$ cat src/rtl/hmw_pkg.sv
/*
  Shared constants and types for the halfword-to-word multiply-accumulate
  datapath: register offsets, field positions, reset values and the
  packed carriers that travel between the datapath files.
  Assumes a single 100 MHz core clock and a synchronous active-high reset.
*/
package hmw_pkg;

  // Datapath widths
  localparam int HALF_W = 16;
  localparam int WORD_W = 32;
  localparam int SUM_W  = 33;

  // Register offsets on the plain register port
  localparam logic [3:0] REG_EXC    = 4'h0;
  localparam logic [3:0] REG_COND   = 4'h4;
  localparam logic [3:0] REG_RESULT = 4'h8;
  localparam logic [3:0] REG_COUNT  = 4'hC;

  // Summary and overflow positions inside the exception register word
  localparam int EXC_SO_POS = 31;
  localparam int EXC_OVF_POS = 30;

  // Condition field zero: less, greater, equal, summary copy
  localparam int CR_LT_POS = 3;
  localparam int CR_GT_POS = 2;
  localparam int CR_EQ_POS = 1;
  localparam int CR_SO_POS = 0;

  // Reset values
  localparam logic [31:0] WORD_RST  = 32'h0000_0000;
  localparam logic [3:0]  COND_RST  = 4'h0;
  localparam logic        FLAG_RST  = 1'b0;

  // Saturation limits
  localparam logic [31:0] U_MAX = 32'hFFFF_FFFF;
  localparam logic [31:0] S_MAX = 32'h7FFF_FFFF;
  localparam logic [31:0] S_MIN = 32'h8000_0000;

  // Instruction variant selected by the issuing pipeline
  typedef struct packed {
    logic highHalf;   // Operand bits 0:15 when set, 16:31 when clear
    logic isSigned;   // Signed product and accumulate
    logic saturate;   // Clamp on overflow instead of wrapping
    logic recordEn;   // Trailing-period form: write condition field
    logic ovEnable;   // Overflow-enabled form: write exception bits
  } hmw_op_t;

  // Clamp stage answer
  typedef struct packed {
    logic [31:0] word;
    logic        ovf;
  } hmw_res_t;

  // Whole state of the datapath top
  typedef struct packed {
    logic        resValid;
    logic [31:0] resData;
    logic        cr0Wr;
    logic [3:0]  cr0;
    logic        xerWr;
    logic        ovFlag;
    logic        soFlag;
    logic [31:0] rdData;
    logic [31:0] opCount;
  } hmw_state_t;

endpackage

$ cat src/rtl/hmw_sat_clamp.sv
/*
  Overflow detection and saturation of the 33-bit accumulate sum.
  Purely combinational; the caller registers its answer.
*/
`timescale 1ns/1ps
`default_nettype none

module hmw_sat_clamp (
  // Sum and variant
  input  wire logic [32:0]       sum,
  input  wire logic              isSigned,
  input  wire logic              saturate,
  // Answer
  output hmw_pkg::hmw_res_t      res
);

  logic ovf;

  // Signed sums overflow when bit 32 and bit 31 disagree
  assign ovf = isSigned ? (sum[32] ^ sum[31]) : sum[32];

  // Bit 32 carries the sign of the true sum, so it picks the signed limit
  always_comb begin
    res.ovf  = ovf;
    res.word = sum[31:0];
    if (saturate && ovf) begin
      if (!isSigned) begin
        res.word = hmw_pkg::U_MAX;
      end else if (sum[32]) begin
        res.word = hmw_pkg::S_MIN;
      end else begin
        res.word = hmw_pkg::S_MAX;
      end
    end
  end

endmodule

`default_nettype wire

$ cat src/rtl/hmw_mac_top.sv
/*
  Halfword-to-word multiply-accumulate datapath with its exception and
  condition bits and a small register port for software.
  Assumes the issuing pipeline presents one operation per opValid cycle
  together with the current destination value, and that register strobes
  are one cycle long and never coincide.
*/
`timescale 1ns/1ps
`default_nettype none

module hmw_mac_top (
  // Clock and reset
  input  wire logic              clk,
  input  wire logic              srst,
  // Operation issue
  input  wire logic              opValid,
  input  wire hmw_pkg::hmw_op_t  opCtl,
  input  wire logic [31:0]       srcFirstReg,
  input  wire logic [31:0]       srcSecondReg,
  input  wire logic [31:0]       dstIn,
  // Destination write-back
  output logic                   resValid,
  output logic [31:0]            resData,
  // Condition field zero
  output logic                   cr0Wr,
  output logic [3:0]             condFieldZero,
  // Fixed-point exception bits
  output logic                   xerWr,
  output logic                   overflowFlag,
  output logic                   summaryFlag,
  // Register port
  input  wire logic [3:0]        regAddr,
  input  wire logic [31:0]       regWrData,
  input  wire logic              regWr,
  input  wire logic              regRd,
  output logic [31:0]            regRdData
);

  hmw_pkg::hmw_state_t st_ff;
  hmw_pkg::hmw_state_t nxt_st;

  logic [15:0]        halfA;
  logic [15:0]        halfB;
  logic signed [16:0] extA;
  logic signed [16:0] extB;
  logic signed [33:0] prodWide;
  logic [31:0]        product;
  logic               prodExt;
  logic               dstExt;
  logic [32:0]        sum33;
  hmw_pkg::hmw_res_t  clampRes;
  logic               ovBase;
  logic               soBase;
  logic               soAfter;
  logic [3:0]         cr0Calc;

  // Operand selection: bits 0:15 are the upper half in this numbering
  always_comb begin
    if (opCtl.highHalf) begin
      halfA = srcFirstReg[31:16];
      halfB = srcSecondReg[31:16];
    end else begin
      halfA = srcFirstReg[15:0];
      halfB = srcSecondReg[15:0];
    end
  end

  // A 17-bit extension makes one signed multiplier serve both kinds
  assign extA = $signed({opCtl.isSigned & halfA[15], halfA});
  assign extB = $signed({opCtl.isSigned & halfB[15], halfB});
  assign prodWide = extA * extB;

  // Either product fits in 32 bits: 65535 squared and -32768 squared do
  assign product = prodWide[31:0];

  // Extend both addends to 33 bits so the carry or sign survives
  assign prodExt = opCtl.isSigned & product[31];
  assign dstExt  = opCtl.isSigned & dstIn[31];
  assign sum33   = {prodExt, product} + {dstExt, dstIn};

  // Overflow check and clamping
  hmw_sat_clamp u_clamp (
    .sum      (sum33),
    .isSigned (opCtl.isSigned),
    .saturate (opCtl.saturate),
    .res      (clampRes)
  );

  // Exception bits as left by a software write in this cycle
  always_comb begin
    ovBase = st_ff.ovFlag;
    soBase = st_ff.soFlag;
    if (regWr && regAddr == hmw_pkg::REG_EXC) begin
      ovBase = regWrData[hmw_pkg::EXC_OVF_POS];
      soBase = regWrData[hmw_pkg::EXC_SO_POS];
    end
  end

  // Summary after this operation, seen by the condition field too
  always_comb begin
    soAfter = soBase;
    if (opValid && opCtl.ovEnable) begin
      soAfter = soBase | clampRes.ovf;
    end
  end

  // Condition field compares the written word as a signed value
  always_comb begin
    cr0Calc = hmw_pkg::COND_RST;
    cr0Calc[hmw_pkg::CR_LT_POS] = clampRes.word[31];
    cr0Calc[hmw_pkg::CR_GT_POS] = ~clampRes.word[31]
                                  & (|clampRes.word[30:0]);
    cr0Calc[hmw_pkg::CR_EQ_POS] = ~(|clampRes.word);
    cr0Calc[hmw_pkg::CR_SO_POS] = soAfter;
  end

  // Next state: an overflow-enabled operation in the same cycle as a software write of
  // the exception bits wins, so no hardware overflow is ever lost
  always_comb begin
    nxt_st          = st_ff;
    nxt_st.resValid = opValid;
    nxt_st.cr0Wr    = 1'b0;
    nxt_st.xerWr    = 1'b0;
    nxt_st.rdData   = hmw_pkg::WORD_RST;
    nxt_st.ovFlag   = ovBase;
    nxt_st.soFlag   = soBase;

    // Software clears the operation counter by writing it
    if (regWr && regAddr == hmw_pkg::REG_COUNT) begin
      nxt_st.opCount = hmw_pkg::WORD_RST;
    end

    if (opValid) begin
      // Clamped word for saturating overflow, low word otherwise
      nxt_st.resData = clampRes.word;
      nxt_st.opCount = nxt_st.opCount + 32'h0000_0001;

      // Base form touches neither bit group
      if (opCtl.ovEnable) begin
        nxt_st.xerWr  = 1'b1;
        nxt_st.ovFlag = clampRes.ovf;
        nxt_st.soFlag = soAfter;
      end
      if (opCtl.recordEn) begin
        nxt_st.cr0Wr = 1'b1;
        nxt_st.cr0   = cr0Calc;
      end
    end

    // Reads see the state before this cycle's updates
    if (regRd) begin
      case (regAddr)
        hmw_pkg::REG_EXC: begin
          nxt_st.rdData[hmw_pkg::EXC_OVF_POS] = st_ff.ovFlag;
          nxt_st.rdData[hmw_pkg::EXC_SO_POS] = st_ff.soFlag;
        end
        hmw_pkg::REG_COND: begin
          nxt_st.rdData[3:0] = st_ff.cr0;
        end
        hmw_pkg::REG_RESULT: begin
          nxt_st.rdData = st_ff.resData;
        end
        hmw_pkg::REG_COUNT: begin
          nxt_st.rdData = st_ff.opCount;
        end
        default: begin
          nxt_st.rdData = hmw_pkg::WORD_RST;  // Unmapped reads as zero
        end
      endcase
    end
  end

  // State register
  always_ff @(posedge clk) begin
    if (srst) begin
      st_ff.resValid <= 1'b0;
      st_ff.resData  <= hmw_pkg::WORD_RST;
      st_ff.cr0Wr    <= 1'b0;
      st_ff.cr0      <= hmw_pkg::COND_RST;
      st_ff.xerWr    <= 1'b0;
      st_ff.ovFlag   <= hmw_pkg::FLAG_RST;
      st_ff.soFlag   <= hmw_pkg::FLAG_RST;
      st_ff.rdData   <= hmw_pkg::WORD_RST;
      st_ff.opCount  <= hmw_pkg::WORD_RST;
    end else begin
      st_ff <= nxt_st;
    end
  end

  // Outputs straight from the state register
  assign resValid      = st_ff.resValid;
  assign resData       = st_ff.resData;
  assign cr0Wr         = st_ff.cr0Wr;
  assign condFieldZero = st_ff.cr0;
  assign xerWr         = st_ff.xerWr;
  assign overflowFlag  = st_ff.ovFlag;
  assign summaryFlag   = st_ff.soFlag;
  assign regRdData     = st_ff.rdData;

endmodule

`default_nettype wire

$ cat config.mk
export PLATFORM = sky130hd
export DESIGN_NAME = hmw_mac_top
export DESIGN_NICKNAME = d
export VERILOG_FILES = /design/src/rtl/hmw_pkg.sv /design/src/rtl/hmw_sat_clamp.sv /design/src/rtl/hmw_mac_top.sv
export SDC_FILE = /design/constraint.sdc
export NUM_CORES = 1
export LEC_CHECK = 0
export BUFFER_PORTS_ARGS = -buffer_cell sky130_fd_sc_hd__buf_4
export CAP_MARGIN = 10
export CORE_MARGIN = 5
export CORE_UTILIZATION = 40
export CTS_CLUSTER_DIAMETER = 200
export DETAILED_ROUTE_END_ITERATION = 7
export GPL_TIMING_DRIVEN = 0
export PLACE_DENSITY_LB_ADDON = 0.3
export SYNTH_ARGS = -nofsm -noshare
export SYNTH_HDL_FRONTEND = slang
export SYNTH_SLANG_ARGS = --single-unit
$ cat constraint.sdc
create_clock -name clk -period 13.6 [get_ports clk]
set_clock_uncertainty 0.05 [all_clocks]
set_input_delay 1.36 -clock clk [delete_from_list [all_inputs] [get_ports clk]]
set_output_delay 1.36 -clock clk [all_outputs]
set_load 0.005 [all_outputs]
# Word level (Yosys, flattened, before mapping)
# Cells that the tools add are included.
# classes
add_sub_neg	2
multipliers	1
eq_ne	3
n_mux	17
bitwise_logic	11
n_reduce_logical	10
# ops
cell	count
32-bit 2-to-1 mux	5
26-bit case mux with 2 select lines	1
33-bit adder	1
32-bit by 1-bit adder with 32-bit output (second input constant)	1
17-bit by 17-bit multiplier with 32-bit output	1
16-bit 2-to-1 mux	2
32-bit OR reduction	1
31-bit OR reduction	1
4-bit case mux with 3 select lines	1
4-bit equality test (second input constant)	2
2-bit case mux with 3 select lines	1
1-bit AND	5
5-bit 2-to-1 mux	1
4-bit by 3-bit equality test with 1-bit output (second input constant)	1
1-bit logical AND	4
4-bit zero test	1
1-bit 2-to-1 mux	4
1-bit NOT	4
2-bit OR reduction	2
3-bit 2-to-1 mux	1
2-bit 2-to-1 mux	1
2-bit AND reduction	1
1-bit OR	1
1-bit bitwise XOR	1
# totals
reg_bits	105
in_bits	142
elab_cells	53

# Logic depth before layout (Yosys ltp)
# depth
ltp_word	12
mapped_depth	41
depth_no_buf	35

# By module
# Synthesis repeated with hierarchy kept, for this count alone.
# hier_totals
cells_unflattened	2003
area_unflattened_um2	17535.6
# modules_own_cells
module	n_inst	cells_each	area_per_inst_um2	seq_area_each_um2
hmw_mac_top	1	1919	16831.1	2102.0
hmw_sat_clamp	1	84	704.4	0.0

# Least setup slack after synthesis
# No wires, ideal clock.
# synth_timing
path_kind	in2reg
from	in opCtl[4] (netlist bit)
to	reg resData[20] (netlist name)
setup_time_ns	0.086
arrival_ns	10.470
path_slack_ns	2.994
cell_stages	36
path_buffers	4
path_cell_list	buf_2 -> buf_1 -> clkbuf_1 -> mux2i_1 -> nor2_1 -> fa_1 -> inv_1 -> fa_1 -> fa_1 -> fa_1 -> inv_1 -> fa_1 -> inv_1 -> fa_1 -> inv_1 -> ha_1 -> a21oi_1 -> nor2_1 -> a21oi_1 -> o211ai_1 -> a21oi_1 -> o21bai_1 -> a21oi_1 -> xnor2_1 -> ha_1 -> clkbuf_1 -> and3_1 -> a221o_1 -> a22oi_1 -> a21boi_1 -> or3_1 -> a31o_2 -> mux2i_4 -> mux2i_4 -> or4b_1 -> a211oi_1
# synth_via
elab_chain_len	9
elab_cells_between_ends	13
cone_classes	1 x add/sub; 1 x mul; 6 x mux; 4 x bitwise; 1 x reduce/logical
# synth_lines
item	line	rtl
from (decl)	hmw_mac_top.sv:17	input wire hmw_pkg::hmw_op_t opCtl,
16-bit 2-to-1 mux	hmw_mac_top.sv:59	if (opCtl.highHalf) begin
1-bit AND, on equally long branches	hmw_mac_top.sv:69, hmw_mac_top.sv:70	
17-bit by 17-bit multiplier with 32-bit output (*)	hmw_mac_top.sv:71	assign prodWide = extA * extB;
1-bit AND	hmw_mac_top.sv:77	assign prodExt = opCtl.isSigned & product[31];
33-bit adder (*)	hmw_mac_top.sv:79	assign sum33 = {prodExt, product} + {dstExt, dstIn};
1-bit bitwise XOR	hmw_sat_clamp.sv:20	assign ovf = isSigned ? (sum[32] ^ sum[31]) : sum[32];
1-bit 2-to-1 mux	hmw_sat_clamp.sv:20	
1-bit logical AND	hmw_sat_clamp.sv:26	if (saturate && ovf) begin
32-bit 2-to-1 mux (*)	hmw_sat_clamp.sv:26	
# Mark *: on every way between the ends. The rest lies on a longest branch, timed or not.
# A chain may end at the register's enable or synchronous reset.

# Final worst setup path
# layout_timing
from	in opCtl[4] (netlist bit)
to	reg st_ff (netlist bit condFieldZero[2])
# layout_via
elab_chain_len	11
elab_cells_between_ends	16
cone_classes	1 x add/sub; 1 x mul; 6 x mux; 6 x bitwise; 2 x reduce/logical
# layout_lines
item	line	rtl
16-bit 2-to-1 mux	hmw_mac_top.sv:59	
1-bit AND, on equally long branches	hmw_mac_top.sv:69, hmw_mac_top.sv:70	
17-bit by 17-bit multiplier with 32-bit output (*)	hmw_mac_top.sv:71	
1-bit AND	hmw_mac_top.sv:77	
33-bit adder (*)	hmw_mac_top.sv:79	
1-bit bitwise XOR	hmw_sat_clamp.sv:20	
1-bit 2-to-1 mux	hmw_sat_clamp.sv:20	
1-bit logical AND	hmw_sat_clamp.sv:26	
32-bit 2-to-1 mux (*)	hmw_sat_clamp.sv:26	
31-bit OR reduction / 1-bit NOT (equally long branches)	hmw_mac_top.sv:112, hmw_mac_top.sv:111	
1-bit AND (*)	hmw_mac_top.sv:112	& (|clampRes.word[30:0]);
to (signal assigned)	hmw_mac_top.sv:186	st_ff <= nxt_st;
to (decl)	hmw_mac_top.sv:39	hmw_pkg::hmw_state_t st_ff;
# Marked as above.

==> impl_metrics.ini <==
[timing]
clock.fmax_mhz = 78.40
min_period_ns = 12.75
tightestPinTransition_ns = 1.271
fin_crit_sh_pct = 93.78
totalNegativeSetupSlack_ns = 0
hold_violations = 0
maxSlewHeadroom_pct = 12.87
grt_setup_unrepaired = no
setup_viol = 0
maxSlewViolCount = 0

[setup_path]
cp.arrival_ns = 12.95
crit_end = condFieldZero[2]
cp_num_buf_inv = 9
worst_path_most_repeated_cell = fa_1
cp_slowest_cell = mux2i_1
cp.required_ns = 13.79
reg2reg_depth = 12
crit_family = adder cells
path_max_fanout = 10
r2r-start = st_ff[0]
cp.depth = 37
critPathCaptureType = register
critPathLaunch = opCtl[4]
worstSetupPathType = input port to register
crit_path_start_kind = input port
reg2reg_slack_ns = 10.83
max_stage_delay_ns = 1.02
r2r_end = st_ff[28]

[min_path]
hold_start = condFieldZero[3]
hold_class = register to register

[global_routing]
antenna_found_initial = 0
grt_pass1_wl_mm = 82.08
gr-usage-all-layers_pct = 21.60
overflow = 0
grt_max_degree = 17
grt_pass1_vias = 15520

[status]
outcome = finished, final reports clean

[floorplan]
die_h_um = 218.7
rows = 76
core_mm2 = 0.04308
start_util_pct = 40.43
io_pins = 215
die_w_um = 218.7
die-area_mm2 = 0.04781

[routing]
vias = 14720
drtPass1Iterations = 7
drt_iter0_markers = 831
totalWireLength_mm = 51.29
ant_nets = 0
viasPerCell = 5.209
drc = 0
routedWlPerCell_um = 18.15

[clock_network]
post_cts_resized = 0
cts_root_buf = clkbuf_16
htree_num_levels = 3
cts_tree = yes
cts_buffers = 9
cts_hold_buf = 0
path_clk_slew_ns = 0.07
cts_sinks = 105
postCtsSetupRepairBufs = 0
clockBufferDepth = 2
clock_latency_ns = 0.35

[yosys]
ys_seq_area_share_pct = 12.07
synth_edf_count = 0
synthCells = 2040
synth_area_mm2 = 0.01742
syn_nets = 2581
synth.distinct_cells = 74
synth-seq-cells = 105
async_flop_share_pct = 0
synthFlopType = dfxtp_1
syn-mean-instance-area_um2 = 8.538
yosys_warnings = 0

[placed_design]
io_buffers = 181
hpwl_mm = 43.38
place_congestion = 0.9686

[layout]
diodes = 0
drive_gt1_share_pct = 14.64
area_growth_pct = 13.96
nNetsFinal = 2777
mostFrequentLayoutCells = inv_1 (333), nor2_1 (283), fa_1 (283)
mostFrequentLayoutCell = inv_1

[flow_run]
maxCapViolCount = 0
## tightest hold or removal path, stage by stage, from the launching register on
cell	delay (ns)
dfxtp_1	0.34
nand2_1	0.07
a21oi_1	0.06
## stage by stage
| step | setup slack, ns | utilization, % | std cells | hold WS [ns] | area [um^2] |
|---|---|---|---|---|---|
| 6_report | 0.8455 | 46.08 | 2826 | 0.4573 | 19850 |
| 3_3_place_gp | 0.7402 | 45.29 | 2806 | 0.4327 | 19510 |
| 5_1_grt | 0.2167 | 46.08 | 2826 | 0.4807 | 19850 |
| 3_5_place_dp | 0.6000 | 45.31 | 2807 | 0.4364 | 19520 |
| 4_1_cts | 0.9253 | 46.01 | 2823 | 0.4464 | 19820 |
| 2_1_floorplan | 2.994 | - | 2040 | 0.3941 | 17420 |
## state kept, by name, indices dropped and copies added, names as in the netlist
name / flops
condFieldZero: 4
cr0Wr: 1
overflowFlag: 1
regRdData: 32
resData: 32
resValid: 1
st_ff: 32
summaryFlag: 1
xerWr: 1
## kinds of logic (layout without fill, tap and decap cells)
logic type,after synthesis,after routing,share of synthesized area [%]
AND/OR/NAND/NOR,635,635,15.44
buffers and inverters,459,660,11.44
multiplexers,74,74,4.662
adder cells (fa/ha/maj),399,399,40.86
AO/OA/AOI/OAI,284,284,11.18
flip-flops,105,105,12.07
XOR/XNOR,84,84,4.353
## routing by layer
layer,vias up,routed length (um),GRT usage [%]
met5,-,0,0
met4,0,1273,5.003
met3,84,3072,2.577
met2,451,25840,39.16
met1,7307,21110,27.62
li1,6880,-,-
## cell type report
type | count | area (um^2)
inverter | 333 | 1250
sequential | 105 | 2102
buffer | 126 | 742.0
fill | 4236 | 23230
clock inverter | 3 | 22.52
multi-input combinational | 1476 | 13330
timing repair buffer | 185 | 1389
tap | 585 | 732.0
clock buffer | 13 | 280.3
## synth_stat cells (5+ instances only)
library cell	number	area [um^2]
nand4_1	18	112.6
inv_1	333	1250
nor2_1	283	1062
fa_1	283	5665
buf_1	6	22.52
xnor2_1	55	481.7
mux2i_1	35	350.3
nor3_1	10	50.05
nand3_1	28	140.1
a21o_1	20	150.1
or3_1	11	68.82
clkbuf_1	46	172.7
a211o_1	8	70.07
buf_4	68	510.5
ha_1	116	1451
a21oi_1	72	360.4
and2_1	13	81.33
nor2b_1	5	31.28
and3_1	21	131.4
xor2_1	27	236.5
a22oi_1	33	247.7
a31oi_1	5	31.28
o211ai_1	11	82.58
nand2b_1	7	43.79
mux2_2	37	416.7
nand2_1	220	825.8
o21ai_0	35	175.2
a211oi_1	39	292.8
o21bai_1	9	67.56
nor4_1	7	43.79
o21a_1	7	52.55
dfxtp_1	105	2102
## worst min-delay path by stage
stage,to,cells after the start
3_5_place_dp,condFieldZero[3],2
3_3_place_gp,condFieldZero[3],2
4_1_cts,condFieldZero[3],2
6_report,condFieldZero[3],2
2_1_floorplan,resData[0],2
5_1_grt,condFieldZero[3],2
Power is not shown: default switching activity piles up to over one toggle a cycle in this logic, so the estimate is an artifact.
